===== src/tts_pkg.sv =====
package tts_pkg;

  // bus geometry
  localparam int unsigned TTS_AXI_AW = 12;
  localparam int unsigned TTS_AXI_DW = 32;
  localparam int unsigned TTS_REG_W  = 8;
  localparam int unsigned TTS_CODE_W = 4;
  localparam int unsigned TTS_US_W   = 14;
  localparam int unsigned TTS_CYC_W  = 20;
  localparam int unsigned TTS_NSEG   = 4;

  // printed offsets are register indexes; byte address is four times the index
  localparam logic [7:0] TTS_IDX_CFG_THREE = 8'h62;
  localparam logic [7:0] TTS_IDX_CFG_FOUR  = 8'h63;
  localparam logic [TTS_AXI_AW-1:0] TTS_ADDR_CFG_THREE = {2'h0, TTS_IDX_CFG_THREE, 2'h0};
  localparam logic [TTS_AXI_AW-1:0] TTS_ADDR_CFG_FOUR  = {2'h0, TTS_IDX_CFG_FOUR, 2'h0};

  // field positions inside each config register
  localparam int unsigned TTS_HI_FIELD_LSB = 4;
  localparam int unsigned TTS_LO_FIELD_LSB = 0;

  // axi responses
  localparam logic [1:0] TTS_RESP_OKAY   = 2'h0;
  localparam logic [1:0] TTS_RESP_SLVERR = 2'h2;

  // reset values of bus-side state
  localparam logic [TTS_REG_W-1:0]  TTS_RDATA_RST = 8'h00;
  localparam logic [TTS_US_W-1:0]   TTS_US_RST    = 14'h0000;
  localparam logic [TTS_CYC_W-1:0]  TTS_CYC_RST   = 20'h00000;

  // clock: 8 ns period, cycles per microsecond derived from it
  localparam int unsigned TTS_CLK_PERIOD_NS = 8;
  localparam int unsigned TTS_CYC_PER_US    = 1000 / TTS_CLK_PERIOD_NS;

  // segment delta time in microseconds, indexed by the 4-bit code
  localparam logic [15:0][TTS_US_W-1:0] TTS_TIME_US = {
    14'd8000, 14'd6400, 14'd5200, 14'd4000,
    14'd3200, 14'd2400, 14'd2000, 14'd1400,
    14'd1200, 14'd1000, 14'd800,  14'd600,
    14'd400,  14'd300,  14'd200,  14'd100
  };

endpackage


===== src/tts_time_lut.sv =====
`timescale 1ns/1ps
module tts_time_lut
  import tts_pkg::*;
(
  input  wire logic [tts_pkg::TTS_CODE_W-1:0] code,
  output logic      [tts_pkg::TTS_US_W-1:0]   time_us,
  output logic      [tts_pkg::TTS_CYC_W-1:0]  time_cyc
);
  import tts_pkg::*;

  // pure table lookup, no state; product fits 20 bits (8000 * 125)
  always_comb begin
    time_us  = TTS_TIME_US[code];
    time_cyc = TTS_CYC_W'(time_us) * TTS_CYC_W'(TTS_CYC_PER_US);
  end

endmodule


===== src/tts_regs.sv =====
// The implementer's own choice: the AXI4-Lite register port.
`timescale 1ns/1ps
module tts_regs
  import tts_pkg::*;
(
  input  wire logic                            aclk,
  input  wire logic                            aresetn,
  input  wire logic [tts_pkg::TTS_AXI_AW-1:0]  s_axi_awaddr,
  input  wire logic                            s_axi_awvalid,
  output logic                                 s_axi_awready,
  input  wire logic [tts_pkg::TTS_AXI_DW-1:0]  s_axi_wdata,
  input  wire logic [3:0]                      s_axi_wstrb,
  input  wire logic                            s_axi_wvalid,
  output logic                                 s_axi_wready,
  output logic [1:0]                           s_axi_bresp,
  output logic                                 s_axi_bvalid,
  input  wire logic                            s_axi_bready,
  input  wire logic [tts_pkg::TTS_AXI_AW-1:0]  s_axi_araddr,
  input  wire logic                            s_axi_arvalid,
  output logic                                 s_axi_arready,
  output logic [tts_pkg::TTS_AXI_DW-1:0]       s_axi_rdata,
  output logic [1:0]                           s_axi_rresp,
  output logic                                 s_axi_rvalid,
  input  wire logic                            s_axi_rready,
  output logic [tts_pkg::TTS_US_W-1:0]         seg_seven_delta_time_us,
  output logic [tts_pkg::TTS_US_W-1:0]         seg_eight_delta_time_us,
  output logic [tts_pkg::TTS_US_W-1:0]         seg_nine_delta_time_us,
  output logic [tts_pkg::TTS_US_W-1:0]         seg_ten_delta_time_us,
  output logic [tts_pkg::TTS_CYC_W-1:0]        seg_seven_delta_time_cyc,
  output logic [tts_pkg::TTS_CYC_W-1:0]        seg_eight_delta_time_cyc,
  output logic [tts_pkg::TTS_CYC_W-1:0]        seg_nine_delta_time_cyc,
  output logic [tts_pkg::TTS_CYC_W-1:0]        seg_ten_delta_time_cyc,
  output logic                                 cfg_three_written,
  output logic                                 cfg_four_written
);
  import tts_pkg::*;

  typedef struct packed {
    logic                                 awready;
    logic                                 wready;
    logic                                 arready;
    logic                                 bvalid;
    logic                                 rvalid;
    logic [1:0]                           bresp;
    logic [1:0]                           rresp;
    logic                                 aw_have;
    logic                                 w_have;
    logic [TTS_AXI_AW-1:0]                aw_addr;
    logic [TTS_REG_W-1:0]                 w_data;
    logic                                 w_lane0;
    logic [TTS_REG_W-1:0]                 rdata;
    logic [TTS_REG_W-1:0]                 cfg_three;
    logic [TTS_REG_W-1:0]                 cfg_four;
    logic                                 written_three;
    logic                                 written_four;
    logic [TTS_NSEG-1:0][TTS_US_W-1:0]    time_us;
    logic [TTS_NSEG-1:0][TTS_CYC_W-1:0]   time_cyc;
  } tts_state_s;

  tts_state_s s_q;
  tts_state_s s_d;

  logic [TTS_NSEG-1:0][TTS_CODE_W-1:0] seg_code;
  logic [TTS_NSEG-1:0][TTS_US_W-1:0]   lut_us;
  logic [TTS_NSEG-1:0][TTS_CYC_W-1:0]  lut_cyc;
  logic [TTS_NSEG-1:0]                 seg_written;
  logic                                wr_fire;
  logic                                wr_sel_three;
  logic                                wr_sel_four;
  logic                                rd_fire;
  logic                                rd_sel_three;
  logic                                rd_sel_four;

  // field extraction; segment order seven, eight, nine, ten
  assign seg_code[0] = s_q.cfg_three[TTS_HI_FIELD_LSB +: TTS_CODE_W];
  assign seg_code[1] = s_q.cfg_three[TTS_LO_FIELD_LSB +: TTS_CODE_W];
  assign seg_code[2] = s_q.cfg_four[TTS_HI_FIELD_LSB +: TTS_CODE_W];
  assign seg_code[3] = s_q.cfg_four[TTS_LO_FIELD_LSB +: TTS_CODE_W];
  assign seg_written = {s_q.written_four, s_q.written_four,
                        s_q.written_three, s_q.written_three};

  genvar gi;
  generate
    for (gi = 0; gi < TTS_NSEG; gi++) begin : g_seg
      tts_time_lut u_lut (
        .code     (seg_code[gi]),
        .time_us  (lut_us[gi]),
        .time_cyc (lut_cyc[gi])
      );
    end
  endgenerate

  // decode ignores the two byte-offset bits; word granularity only
  assign wr_sel_three = s_q.aw_addr[TTS_AXI_AW-1:2] == TTS_ADDR_CFG_THREE[TTS_AXI_AW-1:2];
  assign wr_sel_four  = s_q.aw_addr[TTS_AXI_AW-1:2] == TTS_ADDR_CFG_FOUR[TTS_AXI_AW-1:2];
  assign rd_sel_three = s_axi_araddr[TTS_AXI_AW-1:2] == TTS_ADDR_CFG_THREE[TTS_AXI_AW-1:2];
  assign rd_sel_four  = s_axi_araddr[TTS_AXI_AW-1:2] == TTS_ADDR_CFG_FOUR[TTS_AXI_AW-1:2];
  assign wr_fire      = s_q.aw_have && s_q.w_have && !s_q.bvalid;
  assign rd_fire      = s_q.arready && s_axi_arvalid;

  always_comb begin
    s_d = s_q;
    // address and data are captured independently, in either order
    if (s_q.awready && s_axi_awvalid) begin
      s_d.aw_have = 1'b1;
      s_d.aw_addr = s_axi_awaddr;
    end
    if (s_q.wready && s_axi_wvalid) begin
      s_d.w_have  = 1'b1;
      s_d.w_data  = s_axi_wdata[TTS_REG_W-1:0];
      s_d.w_lane0 = s_axi_wstrb[0];
    end
    if (s_q.bvalid && s_axi_bready) begin
      s_d.bvalid = 1'b0;
    end
    // response waits for the previous one to drain, one write in flight
    if (wr_fire) begin
      s_d.aw_have = 1'b0;
      s_d.w_have  = 1'b0;
      s_d.bvalid  = 1'b1;
      if (wr_sel_three) begin
        s_d.bresp = TTS_RESP_OKAY;
        if (s_q.w_lane0) begin
          s_d.cfg_three     = s_q.w_data;
          s_d.written_three = 1'b1;
        end
      end else if (wr_sel_four) begin
        s_d.bresp = TTS_RESP_OKAY;
        if (s_q.w_lane0) begin
          s_d.cfg_four     = s_q.w_data;
          s_d.written_four = 1'b1;
        end
      end else begin
        s_d.bresp = TTS_RESP_SLVERR;
      end
    end
    s_d.awready = !s_d.aw_have;
    s_d.wready  = !s_d.w_have;

    if (s_q.rvalid && s_axi_rready) begin
      s_d.rvalid = 1'b0;
    end
    // an unwritten register reads back whatever the storage holds
    if (rd_fire) begin
      s_d.rvalid = 1'b1;
      if (rd_sel_three) begin
        s_d.rdata = s_q.cfg_three;
        s_d.rresp = TTS_RESP_OKAY;
      end else if (rd_sel_four) begin
        s_d.rdata = s_q.cfg_four;
        s_d.rresp = TTS_RESP_OKAY;
      end else begin
        s_d.rdata = TTS_RDATA_RST;
        s_d.rresp = TTS_RESP_SLVERR;
      end
    end
    s_d.arready = !s_d.rvalid;

    // consumers see zero until the host has loaded the register
    for (int i = 0; i < TTS_NSEG; i++) begin
      s_d.time_us[i]  = seg_written[i] ? lut_us[i] : TTS_US_RST;
      s_d.time_cyc[i] = seg_written[i] ? lut_cyc[i] : TTS_CYC_RST;
    end
  end

  // config storage (cfg_three, cfg_four) deliberately left out of reset: contents undefined until written
  always_ff @(posedge aclk) begin
    if (!aresetn) begin
      s_q.awready       <= 1'b0;
      s_q.wready        <= 1'b0;
      s_q.arready       <= 1'b0;
      s_q.bvalid        <= 1'b0;
      s_q.rvalid        <= 1'b0;
      s_q.bresp         <= TTS_RESP_OKAY;
      s_q.rresp         <= TTS_RESP_OKAY;
      s_q.aw_have       <= 1'b0;
      s_q.w_have        <= 1'b0;
      s_q.aw_addr       <= '0;
      s_q.w_data        <= TTS_RDATA_RST;
      s_q.w_lane0       <= 1'b0;
      s_q.rdata         <= TTS_RDATA_RST;
      s_q.written_three <= 1'b0;
      s_q.written_four  <= 1'b0;
      s_q.time_us       <= '0;
      s_q.time_cyc      <= '0;
    end else begin
      s_q <= s_d;
    end
  end

  assign s_axi_awready            = s_q.awready;
  assign s_axi_wready             = s_q.wready;
  assign s_axi_arready            = s_q.arready;
  assign s_axi_bvalid             = s_q.bvalid;
  assign s_axi_bresp              = s_q.bresp;
  assign s_axi_rvalid             = s_q.rvalid;
  assign s_axi_rresp              = s_q.rresp;
  assign s_axi_rdata              = {24'h000000, s_q.rdata};
  assign seg_seven_delta_time_us  = s_q.time_us[0];
  assign seg_eight_delta_time_us  = s_q.time_us[1];
  assign seg_nine_delta_time_us   = s_q.time_us[2];
  assign seg_ten_delta_time_us    = s_q.time_us[3];
  assign seg_seven_delta_time_cyc = s_q.time_cyc[0];
  assign seg_eight_delta_time_cyc = s_q.time_cyc[1];
  assign seg_nine_delta_time_cyc  = s_q.time_cyc[2];
  assign seg_ten_delta_time_cyc   = s_q.time_cyc[3];
  assign cfg_three_written        = s_q.written_three;
  assign cfg_four_written         = s_q.written_four;
endmodule


===== config.mk =====
export PLATFORM = sky130hd
export DESIGN_NAME = tts_regs
export DESIGN_NICKNAME = d
export VERILOG_FILES = /design/src/tts_pkg.sv /design/src/tts_time_lut.sv /design/src/tts_regs.sv
export SDC_FILE = /design/constraint.sdc
export NUM_CORES = 1
export LEC_CHECK = 0
export BUFFER_PORTS_ARGS = -buffer_cell sky130_fd_sc_hd__buf_2
export CELL_PAD_IN_SITES_DETAIL_PLACEMENT = 0
export CELL_PAD_IN_SITES_GLOBAL_PLACEMENT = 1
export CORE_UTILIZATION = 45
export CTS_CLUSTER_SIZE = 16
export DETAILED_ROUTE_END_ITERATION = 12
export PLACE_DENSITY_LB_ADDON = 0.1
export SYNTH_ARGS = -nofsm -noshare
export SYNTH_HDL_FRONTEND = slang
export SYNTH_SLANG_ARGS = --single-unit

===== constraint.sdc =====
create_clock -name aclk -period 6.1 [get_ports aclk]
set_clock_uncertainty 0.2 [all_clocks]
set_input_delay 0.915 -clock aclk [delete_from_list [all_inputs] [get_ports aclk]]
set_output_delay 0.915 -clock aclk [all_outputs]
set_load 0.01 [all_outputs]

==> results.sh <==
export IMPL_synth_warnings=0
export IMPL_synthFlopType="dfxtp_1"
export IMPL_final_cell_count_no_fill=2158
export IMPL_fin_setup_tns_ns=0
export IMPL_layout_drive_gt1_share_pct=14.0
export IMPL_grt_max_degree=57
export IMPL_nFillCells=3359
export IMPL_cts_tree="done"
export IMPL_period_share_pct=78.5
export IMPL_yosysUniqueCellTypes=65
export IMPL_viasPerCell=4.75
export IMPL_hold_viol=0
export IMPL_power_leakage_nw=8.49
export IMPL_die_area_um2=35900
export IMPL_grt_pass1_wl_um=50000
export IMPL_cp_cell_sequence="inv_1 > fa_1 > fa_1 > inv_1 > fa_1 > inv_1 > fa_1 > inv_1 > ha_1 > a21oi_1 > nand2_1 > o21ai_0 > o221ai_1 > xnor2_1 > nor2_1"
export IMPL_overflow=0
export IMPL_crit_path_top_delay_cell="o21ai_0"
export IMPL_clockBufferDepth=3
export IMPL_min_path_type="reg -> reg"
export IMPL_worstPathRequired_ns=6.29
export IMPL_post_cts_buffers=0
export IMPL_clkSinkCount=206
export IMPL_max_cap_violations=0
export IMPL_finalSetupViolations=0
export IMPL_insertion_delay_ns=0.53
export IMPL_fp_dieH_um=190
export IMPL_min_period_ns=4.79
export IMPL_syn_area_um2=15800
export IMPL_boundaryPins=246
export IMPL_rsz0062_at_grt="no"
export IMPL_cts_hold_buf=0
export IMPL_vias=10300
export IMPL_start_util_pct=45.7
export IMPL_yosysTopAreaCell="dfxtp_1"
export IMPL_yosysTopAreaCellShare_pct=24.0
export IMPL_syn_instance_count=1648
export IMPL_synth_yosys_seq_area_share_pct=27.1
export IMPL_path_buf_inv=4
export IMPL_syn_avg_cell_area_um2=9.61
export IMPL_cp_max_fo=5
export IMPL_path_clk_slew_ns=0.05
export IMPL_async_flop_share_pct=0
export IMPL_end_kind="flip-flop"
export IMPL_power_density_nw_per_um2=173
export IMPL_drt_initial_drc_count=468
export IMPL_path_class="reg -> reg"
export IMPL_nNetsFinal=2086
export IMPL_p_total_w=0.00291
export IMPL_holdWs_ns=0.266
export IMPL_ys_ff_latch=206
export IMPL_cts_resized=0
export IMPL_dieWidth_um=190
export IMPL_portBuffers=168
export IMPL_crit_arrival_ns=4.98
export IMPL_wire_per_inst_um=14.1
export IMPL_synth_most_common_cell="inv_1"
export IMPL_drc=0
export IMPL_cts_buffers=25
export IMPL_crit_family="adder cells"
export IMPL_ant_nets=0
export IMPL_critPathMaxStageDelay_ns=0.55
export IMPL_wirelength_um=30500
export IMPL_htreeDepth=1
export IMPL_tightest_slew_ns=0.713
export IMPL_relSlewSlack_pct=51.6
export IMPL_grt_pass1_vias=9924
export IMPL_clock_fmax_ghz=0.209
export IMPL_antenna_found_initial=2
export IMPL_drtPass1Iterations=5
export IMPL_dp_hpwl_um=24400
export IMPL_synth_common_cells="237 x inv_1, 196 x ha_1, 190 x dfxtp_1"
export IMPL_core_um2=34600
export IMPL_root_buffer="clkbuf_16"
export IMPL_irDropWorstVdd_uv=174
export IMPL_synthTopCellsByArea="dfxtp_1 24%, fa_1 17%, ha_1 15%, buf_4 8.3%, inv_1 5.6%"
export IMPL_maxSlewViolCount=0
export IMPL_gp_congestion=0.821
export IMPL_num_antenna_cells=0
export IMPL_track_usage_pct=17.1
export IMPL_area_growth_pct=6.16
export IMPL_fp_row_count=68
export IMPL_synth_edf_count=16
export IMPL_crit_path_start_kind="flip-flop"
export IMPL_status="finished clean"
export IMPL_dp_cells=2115
routing by layer:
metal | wire length (um) | part of all wire, % | global-route usage (%) | vias to the layer above
met5 | 13 | 0.043 | 0 | -
met2 | 13100 | 43 | 26.0 | 184
met3 | 1290 | 4.2 | 2.60 | 33
li1 | - | - | - | 5228
met1 | 15700 | 51 | 25.4 | 4805
met4 | 433 | 1.4 | 3.88 | 2
cells in the final DEF, fill, tap and decap left out, types with 19 or more instances in the layout:
cell,n
xnor2_1,35
fa_1,136
clkbuf_16,25
inv_1,237
a211oi_1,20
nor2_1,134
dfxtp_1,190
conb_1,46
nand3_1,19
mux2i_1,32
buf_2,168
nand2_1,93
a21boi_0,23
ha_1,196
a21oi_1,46
a21o_1,21
and3_1,22
o21ai_0,42
worst paths after layout:
path | from | endpoint | slack, ns | cells after the start
setup reg to reg | g_seg[0].u_lut.time_us[6] | seg_seven_delta_time_cyc[17] | 1.31 | 15
hold / removal | s_q[175] | s_q[175] | 0.27 | 2
setup / recovery | g_seg[0].u_lut.time_us[6] | seg_seven_delta_time_cyc[17] | 1.31 | 15
hold reg to reg | s_q[175] | s_q[175] | 0.27 | 2
cells by family after synthesis:
| family | Yosys count | synth area share [%] |
|---|---|---|
| buffers and inverters | 443 | 14.8 |
| DFF | 206 | 27.1 |
| other | 1 | 0.0237 |
| muxes | 48 | 3.33 |
| AOI/OAI and AO/OA | 227 | 9.59 |
| xor gates and xnor gates | 51 | 2.82 |
| and+or+nand+nor | 340 | 9.74 |
| adders and majority gates | 332 | 32.7 |
worst reg2reg max path, delay by kind of cell (launching register included):
| family | cells | cell delay, ns |
|---|---|---|
| flip-flops | 1 | 0.44 |
| AND/OR/NAND/NOR | 2 | 0.12 |
| XOR/XNOR | 1 | 0.19 |
| AO/OA/AOI/OAI | 3 | 1.05 |
| adder cells (fa/ha/maj) | 5 | 2.35 |
| buffers and inverters | 4 | 0.31 |
area by class of cell:
cell class                 count  area, um^2  share of cell area [%]
clock inverter                13         136                   0.811
timing repair buffer         172         871                    5.18
sequential                   206        4280                    25.5
multi-input combinational   1044        9380                    55.8
clock buffer                  30         676                    4.02
tap                          455         569                    3.39
inverter                     238         893                    5.31
where the power goes:
| group | internal, W | leakage, nW | switching [W] |
|---|---|---|---|
| clock network | 0.000874 | 0.393 | 0.000582 |
| registers | 0.00137 | 1.68 | 0.0000120 |
| logic | 0.0000240 | 6.42 | 0.0000422 |
registers in the layout, indices dropped and copies added (netlist names), 8 cells and up:
signal,flops
g_seg.u_lut.time_us,44
s_q,37
seg_eight_delta_time_cyc,18
seg_nine_delta_time_cyc,18
seg_seven_delta_time_cyc,18
seg_ten_delta_time_cyc,18
seg_eight_delta_time_us,9
seg_nine_delta_time_us,9
seg_seven_delta_time_us,9
seg_ten_delta_time_us,9
s_axi_rdata,8
stage by stage:
stage	util, %	cell area (um^2)	worst slack, ns
2_1_floorplan	-	16000	1.76
3_5_place_dp	46.2	16000	1.37
3_3_place_gp	46.2	16000	1.39
6_report	48.6	16800	1.31
5_1_grt	48.6	16800	1.07
4_1_cts	48.6	16800	1.33
Power figures use the tool's default switching activity.
